--- src/hw/status_pkg.sv ---
// constants and types shared by the status and error queue block
package status_pkg;

	// ----------------------------------------------------------------
	// sizes
	// ----------------------------------------------------------------
	localparam int GROUPS       = 3;
	localparam int DATA_W       = 16;
	localparam int CODE_W       = 16;
	localparam int RSP_W        = 32;
	localparam int QUEUE_DEPTH  = 10;
	localparam int LIST_ENTRIES = 4;

	// ----------------------------------------------------------------
	// group selects and bit layouts
	// ----------------------------------------------------------------
	localparam logic [1:0]  GRP_MEAS   = 2'h0;
	localparam logic [1:0]  GRP_QUES   = 2'h1;
	localparam logic [1:0]  GRP_OPER   = 2'h2;
	localparam logic [15:0] MEAS_USED  = 16'h03A7;
	localparam logic [15:0] QUES_USED  = 16'h4110;
	localparam logic [15:0] OPER_USED  = 16'h0430;
	localparam logic [15:0] MASK_RESET = 16'h0000;
	localparam logic [15:0] EVT_RESET  = 16'h0000;

	// ----------------------------------------------------------------
	// message codes
	// ----------------------------------------------------------------
	localparam logic [15:0] OVERFLOW_CODE = 16'h015E;
	localparam logic [15:0] NO_ERROR_CODE = 16'h0000;

	// ----------------------------------------------------------------
	// host commands
	// ----------------------------------------------------------------
	typedef enum logic [3:0] {
		OP_NONE,
		OP_MASK_WR,
		OP_MASK_RD,
		OP_COND_RD,
		OP_EVENT_RD,
		OP_PRESET,
		OP_QUEUE_RD,
		OP_QUEUE_CLR,
		OP_ENLIST_BEGIN,
		OP_ENLIST_ADD,
		OP_DISLIST_ADD,
		OP_LIST_RD
	} cmd_op_t;

endpackage

--- src/hw/queue_mem_if.sv ---
// carrier between the queue control and its message store
`timescale 1ns/100ps
interface queue_mem_if #(parameter int WIDTH = 16, parameter int AW = 4);
	logic            wrEn;
	logic [AW-1:0]   wrAddr;
	logic [WIDTH-1:0] wrData;
	logic [AW-1:0]   rdAddr;
	logic [WIDTH-1:0] rdData;

	modport ctrl (output wrEn, output wrAddr, output wrData, output rdAddr, input rdData);
	modport store (input wrEn, input wrAddr, input wrData, input rdAddr, output rdData);
endinterface

--- src/hw/error_queue_mem.sv ---
// message store of the error queue, registered read data
`timescale 1ns/100ps
module error_queue_mem #(
	parameter int DEPTH = 10,
	parameter int WIDTH = 16
) (
	// clock
	input wire logic ref_clk,
	// access
	queue_mem_if.store mem
);

	logic [WIDTH-1:0] store [DEPTH];

	// no reset on the array; the control never reads a slot it has not written
	always_ff @(posedge ref_clk) begin
		if (mem.wrEn) begin
			store[mem.wrAddr] <= mem.wrData;
		end
	end

	always_ff @(posedge ref_clk) begin
		mem.rdData <= store[mem.rdAddr];
	end

endmodule

--- src/hw/status_mask_and_error_queue.sv ---
// status condition, event and mask registers with the filtered error queue
`timescale 1ns/100ps
// Operation
// mask write loads all sixteen bits from the value; zero clears it (the code loads only the group's used positions)
// a zero mask bit keeps its event bit off the summary
// summary is the OR of all set, unmasked event bits
// measurement mask positions B0 B1 B2 B5 B7 B8 B9 only
// questionable mask positions B4 B8 B14; B15 reads zero
// operation mask positions B4 B5 B10 only
// mask query returns the current mask value
// each group has a live condition register, same layout as events
// condition query returns the current condition bits
// preset clears all three masks
// preset touches nothing else
// queue is first-in first-out; a read returns and removes the oldest
// queue holds at most ten entries
// filling the queue puts code 350 in the last slot
// queue is empty after power-up
// reading an empty queue returns code 0
// codes are signed: negative standard, positive vendor
// clear empties the queue
// at power-up only negative codes are admitted
// enable list disables all, then enables listed codes
// disable list blocks listed codes; query returns them
// host sends lists as singles, ranges, or mixed
// reading an event register clears it
// a full queue discards arrivals until read or cleared
// event bit latches on condition rise, holds until read
module status_mask_and_error_queue import status_pkg::*; #(
	parameter int QDEPTH = QUEUE_DEPTH,
	parameter int NLIST  = LIST_ENTRIES
) (
	// clock and reset
	input  wire logic              ref_clk,
	input  wire logic              arst_n,
	// status sources, asynchronous
	input  wire logic [DATA_W-1:0] measSource,
	input  wire logic [DATA_W-1:0] quesSource,
	input  wire logic [DATA_W-1:0] operSource,
	// host commands
	input  wire logic              cmdValid,
	input  wire cmd_op_t           cmdOp,
	input  wire logic [1:0]        cmdSel,
	input  wire logic [RSP_W-1:0]  cmdData,
	// arriving messages
	input  wire logic              msgValid,
	input  wire logic [CODE_W-1:0] msgCode,
	// answers
	output logic                   rspValid,
	output logic [RSP_W-1:0]       rspData,
	output logic [2:0]             rspTag,
	// summaries to the next register set
	output logic                   measSummary,
	output logic                   quesSummary,
	output logic                   operSummary
);

	localparam int PW = $clog2(QDEPTH);
	localparam int CW = $clog2(QDEPTH + 1);
	localparam logic [CW-1:0] FULL_COUNT = CW'(QDEPTH);
	localparam logic [CW-1:0] LAST_FREE  = CW'(QDEPTH - 1);

	// ----------------------------------------------------------------
	// helpers
	// ----------------------------------------------------------------
	function automatic logic [15:0] usedBits(input logic [1:0] g);
		case (g)
			GRP_MEAS: usedBits = MEAS_USED;
			GRP_QUES: usedBits = QUES_USED;
			GRP_OPER: usedBits = OPER_USED;
			default:  usedBits = 16'h0000;
		endcase
	endfunction

	function automatic logic inRange(input logic [15:0] c, input logic [15:0] lo,
		input logic [15:0] hi);
		inRange = ($signed(c) >= $signed(lo)) && ($signed(c) <= $signed(hi));
	endfunction

	function automatic logic [PW-1:0] nextPtr(input logic [PW-1:0] p);
		nextPtr = (p == PW'(QDEPTH - 1)) ? '0 : PW'(p + 1'b1);
	endfunction

	logic [GROUPS-1:0][15:0] srcMeta;
	logic [GROUPS-1:0][15:0] srcSync;
	logic [GROUPS-1:0][15:0] cond;
	logic [GROUPS-1:0][15:0] condPrev;
	logic [GROUPS-1:0][15:0] evt;
	logic [GROUPS-1:0][15:0] mask;
	logic [GROUPS-1:0]       summary;
	logic                    presetHit;

	assign presetHit = cmdValid && (cmdOp == OP_PRESET);

	// ----------------------------------------------------------------
	// condition registers
	// ----------------------------------------------------------------
	// sources are pins: two stages before anything looks at them
	always_ff @(posedge ref_clk or negedge arst_n) begin
		if (!arst_n) begin
			srcMeta  <= '0;
			srcSync  <= '0;
			cond     <= '0;
			condPrev <= '0;
		end else begin
			srcMeta <= {operSource, quesSource, measSource};
			srcSync <= srcMeta;
			for (int g = 0; g < GROUPS; g++) begin
				cond[g] <= srcSync[g] & usedBits(2'(g));
			end
			condPrev <= cond;
		end
	end

	// ----------------------------------------------------------------
	// event registers
	// ----------------------------------------------------------------
	// a rise in the read cycle survives the clear
	always_ff @(posedge ref_clk or negedge arst_n) begin
		if (!arst_n) begin
			evt <= {GROUPS{EVT_RESET}};
		end else begin
			for (int g = 0; g < GROUPS; g++) begin
				if (cmdValid && cmdOp == OP_EVENT_RD && cmdSel == 2'(g)) begin
					evt[g] <= cond[g] & ~condPrev[g];
				end else begin
					evt[g] <= evt[g] | (cond[g] & ~condPrev[g]);
				end
			end
		end
	end

	// ----------------------------------------------------------------
	// enable masks
	// ----------------------------------------------------------------
	always_ff @(posedge ref_clk or negedge arst_n) begin
		if (!arst_n) begin
			mask <= {GROUPS{MASK_RESET}};
		end else if (presetHit) begin
			mask <= {GROUPS{MASK_RESET}};
		end else if (cmdValid && cmdOp == OP_MASK_WR) begin
			for (int g = 0; g < GROUPS; g++) begin
				if (cmdSel == 2'(g)) begin
					mask[g] <= cmdData[15:0] & usedBits(2'(g));
				end
			end
		end
	end

	always_ff @(posedge ref_clk or negedge arst_n) begin
		if (!arst_n) begin
			summary <= '0;
		end else begin
			for (int g = 0; g < GROUPS; g++) begin
				summary[g] <= |(evt[g] & mask[g]);
			end
		end
	end

	assign measSummary = summary[0];
	assign quesSummary = summary[1];
	assign operSummary = summary[2];

	// ----------------------------------------------------------------
	// admission lists
	// ----------------------------------------------------------------
	logic [NLIST-1:0][15:0] listLo;
	logic [NLIST-1:0][15:0] listHi;
	logic [NLIST-1:0]       listUsed;
	logic [NLIST-1:0]       listEn;
	logic                   defaultMode;
	logic                   admit;
	logic                   hasFree;
	logic [$clog2(NLIST)-1:0] freeIdx;

	always_comb begin
		logic enHit;
		logic disHit;
		enHit   = 1'b0;
		disHit  = 1'b0;
		hasFree = 1'b0;
		freeIdx = '0;
		for (int i = NLIST - 1; i >= 0; i--) begin
			if (listUsed[i] && inRange(msgCode, listLo[i], listHi[i])) begin
				if (listEn[i]) begin
					enHit = 1'b1;
				end else begin
					disHit = 1'b1;
				end
			end
			if (!listUsed[i]) begin
				hasFree = 1'b1;
				freeIdx = ($clog2(NLIST))'(i);
			end
		end
		// power-up default admits the negative (error) codes only
		admit = (defaultMode ? msgCode[15] : enHit) && !disHit;
	end

	always_ff @(posedge ref_clk or negedge arst_n) begin
		if (!arst_n) begin
			defaultMode <= 1'b1;
			listUsed    <= '0;
			listEn      <= '0;
			listLo      <= '0;
			listHi      <= '0;
		end else if (cmdValid && cmdOp == OP_ENLIST_BEGIN) begin
			defaultMode <= 1'b0;
			listUsed    <= listUsed & ~listEn;
		end else if (cmdValid && (cmdOp == OP_ENLIST_ADD || cmdOp == OP_DISLIST_ADD)
			&& hasFree) begin
			listUsed[freeIdx] <= 1'b1;
			listEn[freeIdx]   <= (cmdOp == OP_ENLIST_ADD);
			listLo[freeIdx]   <= cmdData[31:16];
			listHi[freeIdx]   <= cmdData[15:0];
		end
	end

	// ----------------------------------------------------------------
	// error queue
	// ----------------------------------------------------------------
	queue_mem_if #(.WIDTH(CODE_W), .AW(PW)) qmem ();

	error_queue_mem #(.DEPTH(QDEPTH), .WIDTH(CODE_W)) u_store (
		.ref_clk (ref_clk),
		.mem     (qmem.store)
	);

	logic [PW-1:0] head;
	logic [PW-1:0] tail;
	logic [CW-1:0] count;
	logic          qPending;
	logic          qEmptyAtCmd;
	logic          push;
	logic          pop;
	logic          qClear;

	assign qClear = cmdValid && cmdOp == OP_QUEUE_CLR;
	assign pop    = qPending && !qEmptyAtCmd && !qClear;
	assign push   = msgValid && admit && (count != FULL_COUNT) && !qClear;

	assign qmem.wrEn   = push;
	assign qmem.wrAddr = tail;
	assign qmem.rdAddr = head;
	// the final free slot takes the overflow marker instead of the message
	assign qmem.wrData = (count == LAST_FREE && !pop) ? OVERFLOW_CODE : msgCode;

	always_ff @(posedge ref_clk or negedge arst_n) begin
		if (!arst_n) begin
			head  <= '0;
			tail  <= '0;
			count <= '0;
		end else if (qClear) begin
			head  <= '0;
			tail  <= '0;
			count <= '0;
		end else begin
			if (push) begin
				tail <= nextPtr(tail);
			end
			if (pop) begin
				head <= nextPtr(head);
			end
			count <= CW'(count + CW'(push) - CW'(pop));
		end
	end

	// ----------------------------------------------------------------
	// answers
	// ----------------------------------------------------------------
	// queue reads answer one cycle later than the rest: the store has a read register
	always_ff @(posedge ref_clk or negedge arst_n) begin
		if (!arst_n) begin
			qPending    <= 1'b0;
			qEmptyAtCmd <= 1'b0;
			rspValid    <= 1'b0;
			rspData     <= '0;
			rspTag      <= '0;
		end else begin
			qPending <= cmdValid && cmdOp == OP_QUEUE_RD;
			qEmptyAtCmd <= (count == '0);
			rspValid <= 1'b0;
			if (qPending) begin
				rspValid <= 1'b1;
				rspTag   <= '0;
				rspData  <= qEmptyAtCmd ? {{16{1'b0}}, NO_ERROR_CODE}
					: {{16{qmem.rdData[15]}}, qmem.rdData};
			end else if (cmdValid) begin
				rspTag <= '0;
				case (cmdOp)
					OP_MASK_RD: begin
						rspValid <= 1'b1;
						rspData  <= (cmdSel == 2'h3) ? '0 : {16'h0000, mask[cmdSel]};
					end
					OP_COND_RD: begin
						rspValid <= 1'b1;
						rspData  <= (cmdSel == 2'h3) ? '0 : {16'h0000, cond[cmdSel]};
					end
					OP_EVENT_RD: begin
						rspValid <= 1'b1;
						rspData  <= (cmdSel == 2'h3) ? '0 : {16'h0000, evt[cmdSel]};
					end
					OP_LIST_RD: begin
						rspValid <= 1'b1;
						rspData  <= {listLo[cmdData[1:0]], listHi[cmdData[1:0]]};
						rspTag   <= {defaultMode, listUsed[cmdData[1:0]], listEn[cmdData[1:0]]};
					end
					default: begin
						rspValid <= 1'b0;
					end
				endcase
			end
		end
	end
endmodule

--- config.mk ---
export PLATFORM = sky130hd
export DESIGN_NAME = status_mask_and_error_queue
export DESIGN_NICKNAME = d
export VERILOG_FILES = /design/src/hw/status_pkg.sv /design/src/hw/queue_mem_if.sv /design/src/hw/error_queue_mem.sv /design/src/hw/status_mask_and_error_queue.sv
export SDC_FILE = /design/constraint.sdc
export NUM_CORES = 1
export LEC_CHECK = 0
export ABC_AREA = 1
export BUFFER_PORTS_ARGS = -buffer_cell sky130_fd_sc_hd__buf_4
export CAP_MARGIN = 10
export CORE_UTILIZATION = 61
export CTS_CLUSTER_DIAMETER = 150
export CTS_CLUSTER_SIZE = 12
export DETAILED_ROUTE_END_ITERATION = 6
export GPL_ROUTABILITY_DRIVEN = 0
export PLACE_DENSITY = 0.76
export SLEW_MARGIN = 40
export SYNTH_ARGS = -nofsm -noshare
export SYNTH_HDL_FRONTEND = slang
export SYNTH_SLANG_ARGS = --single-unit
--- constraint.sdc ---
create_clock -name ref_clk -period 3.7 [get_ports ref_clk]
set_clock_uncertainty 0.2 [all_clocks]
set_input_delay 0.37 -clock ref_clk [delete_from_list [all_inputs] [get_ports ref_clk]]
set_output_delay 0.37 -clock ref_clk [all_outputs]
set_load 0.02 [all_outputs]
==> impl_results.md <==
* PortBufs at 109
* DP HPWL at 37250 µm
* Drt pass-1 iters at 5
* Die H at 189.0 µm
* Clock root cell: clkbuf_16
* Required time worst endpoint at 3950 ps
* Antenna-violating nets left at 0
* Final Hold Viols at 0
* Post-CTS Setup Inserts at 0
* Share of the synthesized area in the top cell type at 31.33%
* Vias in the first global route at 16720
* Outcome: finished clean
* Routed vias at 17150
* # clock sinks at 444
* TritonCTS clock tree: yes
* Ports at 145
* GRT met1 Usage at 44.24%
* Cts bufs inserted at 42
* Max VDD drop at 586.8 µV
* Clock buffer depth at 3
* Worst Path Max Fanout at 4
* Cell area after synthesis at 21330 µm²
* Count of pins over their slew limit at 0
* Syn Area/Cell at 9.342 µm²
* Largest area contributor in the netlist: dfrtp_1
* # H-tree levels at 2
* Arr. time, crit path at 3780 ps
* Share of synthesized flip-flops with an asynchronous set or reset at 60.36%
* Core Area at 34460 µm²
* Cells after Synth at 2283
* Synth unique cells at 55
* CP startpoint kind: register
* P per Cell Area at 646.5 nW/µm²
* DRT iter0 DRCs at 1637
* Vias per std cell at 5.874
* CTS clk-pin slew, worst paths at 70 ps
* Minimum clock period at 3526 ps
* HP Class: in2reg
* Max_slew headroom at 46.84%
* Crit path kind: reg2reg
* Initial Util at 61.90%
* Area grow syn2layout at 14.73%
* Skew-Pair Late Insertion Delay at 590 ps
* Final setup viols at 0
* Post-route setup TNS at 0 ps
* GRT Util Overall at 32.50%
* Rows at 68
* DP Area at 22730 µm²
* CP endpoint kind: register
* Initial antenna violation count at 1
* Seq/Total Area, Yosys at 55.48%
* First-pass GRT wire length at 89540 µm
* Routed len/inst at 19.40 µm
* Die X at 189.0 µm
* Drt drc at 0
* Synth top area cells: dfrtp_1, edfxtp_1, ha_1
* EDFF count, synth at 160
* WL final at 56660 µm
* Largest net degree at the start of global routing at 86
* Leak at 10.90 nW
* Die area at 35720 µm²
* Prevailing post-synth register cell: dfrtp_1
* Yosys reg bits at 444
* FMAX at 283.6 MHz
* MaxCap Viol Count at 0
* Worst Tran Pin Value at 797.3 ps
* Warnings, synthesis at 0
* GR Util met3 at 4.578%
* Grt ovf at 0
* Fin crit share at 95.29%
* Net Count, Synth at 2526
* Met2 Resource Use GR at 52.83%
* Design Area, Final at 24470 µm²
* RSZ-0062 raised after global routing: no
* Most Crowded Layer GR: met2
* NumNets Final at 2675
* Ratio of cells with drive above 1 in the final layout at 9.740%
==> cells in the final DEF, fill, tap and decap left out, drive strengths merged, types with 78 or more instances in the layout <==
cell type    n
nand2      385
o21ai      339
inv        298
dfrtp      267
nor2       220
edfxtp     160
buf        150
ha         136
a21oi      126
o22ai       78
==> metrics by stage <==
step | cells | power (W) | hold WS, ps | utilization (%) | worst slack [ps]
finish | 2920 | 0.01582 | 34.42 | 71.01 | 174.1
global route | 2920 | 0.01679 | 49.17 | 71.01 | 2.656
CTS | 2919 | 0.01578 | 7.298 | 70.96 | 190.4
detailed placement | 2794 | 0.01172 | 135.5 | 65.98 | -44.76
global placement | 2794 | 0.01148 | 133.5 | 65.96 | 83.48
floorplan | 2283 | 0.01007 | -125.6 | - | 534.3
==> final timing paths <==
kind                                         from                      to  slack (ps)  cells past startpoint
max reg2reg                listLo[15]$_DFFE_PN0P_      count[2]$_DFF_PN0_         170                     18
min in group asynchronous                  arst_n   condPrev[0]$_DFF_PN0_         130                      2
max in group asynchronous                  arst_n  listHi[32]$_DFFE_PN0P_        2220                      3
min                                      cmdOp[1]   listEn[3]$_DFFE_PN0P_          30                      4
min reg2reg                  srcSync[7]$_DFF_PN0_       cond[7]$_DFF_PN0_         140                      0
max                        listLo[15]$_DFFE_PN0P_      count[2]$_DFF_PN0_         170                     18
==> report_power, final <==
group / leakage [nW] / switching [W] / internal [W]
sequential: 4.78 / 0.000517 / 0.00619
clock: 0.580 / 0.00186 / 0.00216
combinational: 5.53 / 0.00328 / 0.00182
==> repair_timing <==
| action | 4_1_cts | 5_1_grt |
|---|---|---|
| endpoints found under the hold margin | 215 | 0 |
| setup endpoints to repair | 0 | 2 |
| resized for setup | 0 | 8 |
| hold buffers | 49 | 0 |
==> sequential cells by signal, summed over array words and instances, names as in the netlist, 3 cells and up <==
register and count:
head 4, cond 13, evt 13, srcMeta 13, count 4, listLo 64
u_store.mem.rdData 16, listUsed 4, condPrev 13, summary 3, rspTag 3, mask 13
listHi 64, listEn 4, qmem.wrAddr 4, u_store.store 160, srcSync 13, rspData 32
==> cells in the mapped netlist (3+ instances only) <==
cell type,instances
buf_4,5
nor2_1,213
buf_1,5
nor2_2,4
inv_1,289
buf_2,22
nand4_1,18
dfrtp_1,267
o21ai_0,304
inv_2,7
edfxtp_1,160
o21bai_1,4
nor3_1,13
clkbuf_1,59
a41oi_1,7
ha_1,136
o21ai_1,34
o22ai_1,78
o221ai_1,6
o21a_1,7
a21oi_1,126
a31oi_1,26
nand3_1,47
nand2_1,382
or2_2,6
dfxtp_1,16
buf_6,3
==> routing by layer <==
metal | routed length (µm) | share of wire, %
met3 | 4763 | 8.4
met2 | 27030 | 48
met1 | 22960 | 41
met4 | 1911 | 3.4
met5 | 0 | 0
==> worst max-delay path, stage by stage (launching register included) <==
cell and delay, ps:
dfrtp_1 360, inv_1 50, ha_1 340, a21oi_1 210, o21ai_0 120, a21oi_1 290, nand2_1 90, nand2_1 70
nand3_2 90, nand4_2 110, nand3_4 100, nor2_8 100, nand3_4 70, ha_1 300, inv_1 40, ha_1 190
fa_1 380, xnor2_1 190, nor2_1 70
==> cell type report <==
| class | count | area, µm² |
|---|---|---|
| clock inverter | 3 | 58.81 |
| inverter | 298 | 1119 |
| sequential | 444 | 11830 |
| antenna | 1 | 2.502 |
| tap | 455 | 569.3 |
| multi-input combinational | 1447 | 8006 |
| fill | 2535 | 9990 |
| clock buffer | 73 | 1167 |
| timing repair buffer | 199 | 1712 |
==> cells by family (layout without fill, tap and decap cells) <==
kind of cell	after synthesis	in the layout	synth area share [%]
and+or+nand+nor	700	700	13.66
AOI/OAI and AO/OA	607	607	15.45
DFF	444	444	55.48
buffers and inverters	392	573	7.222
adders and majority gates	137	137	8.072
xor gates and xnor gates	3	3	0.1232
other	0	1	0
Note: power is estimated with default switching activity, not from simulation.
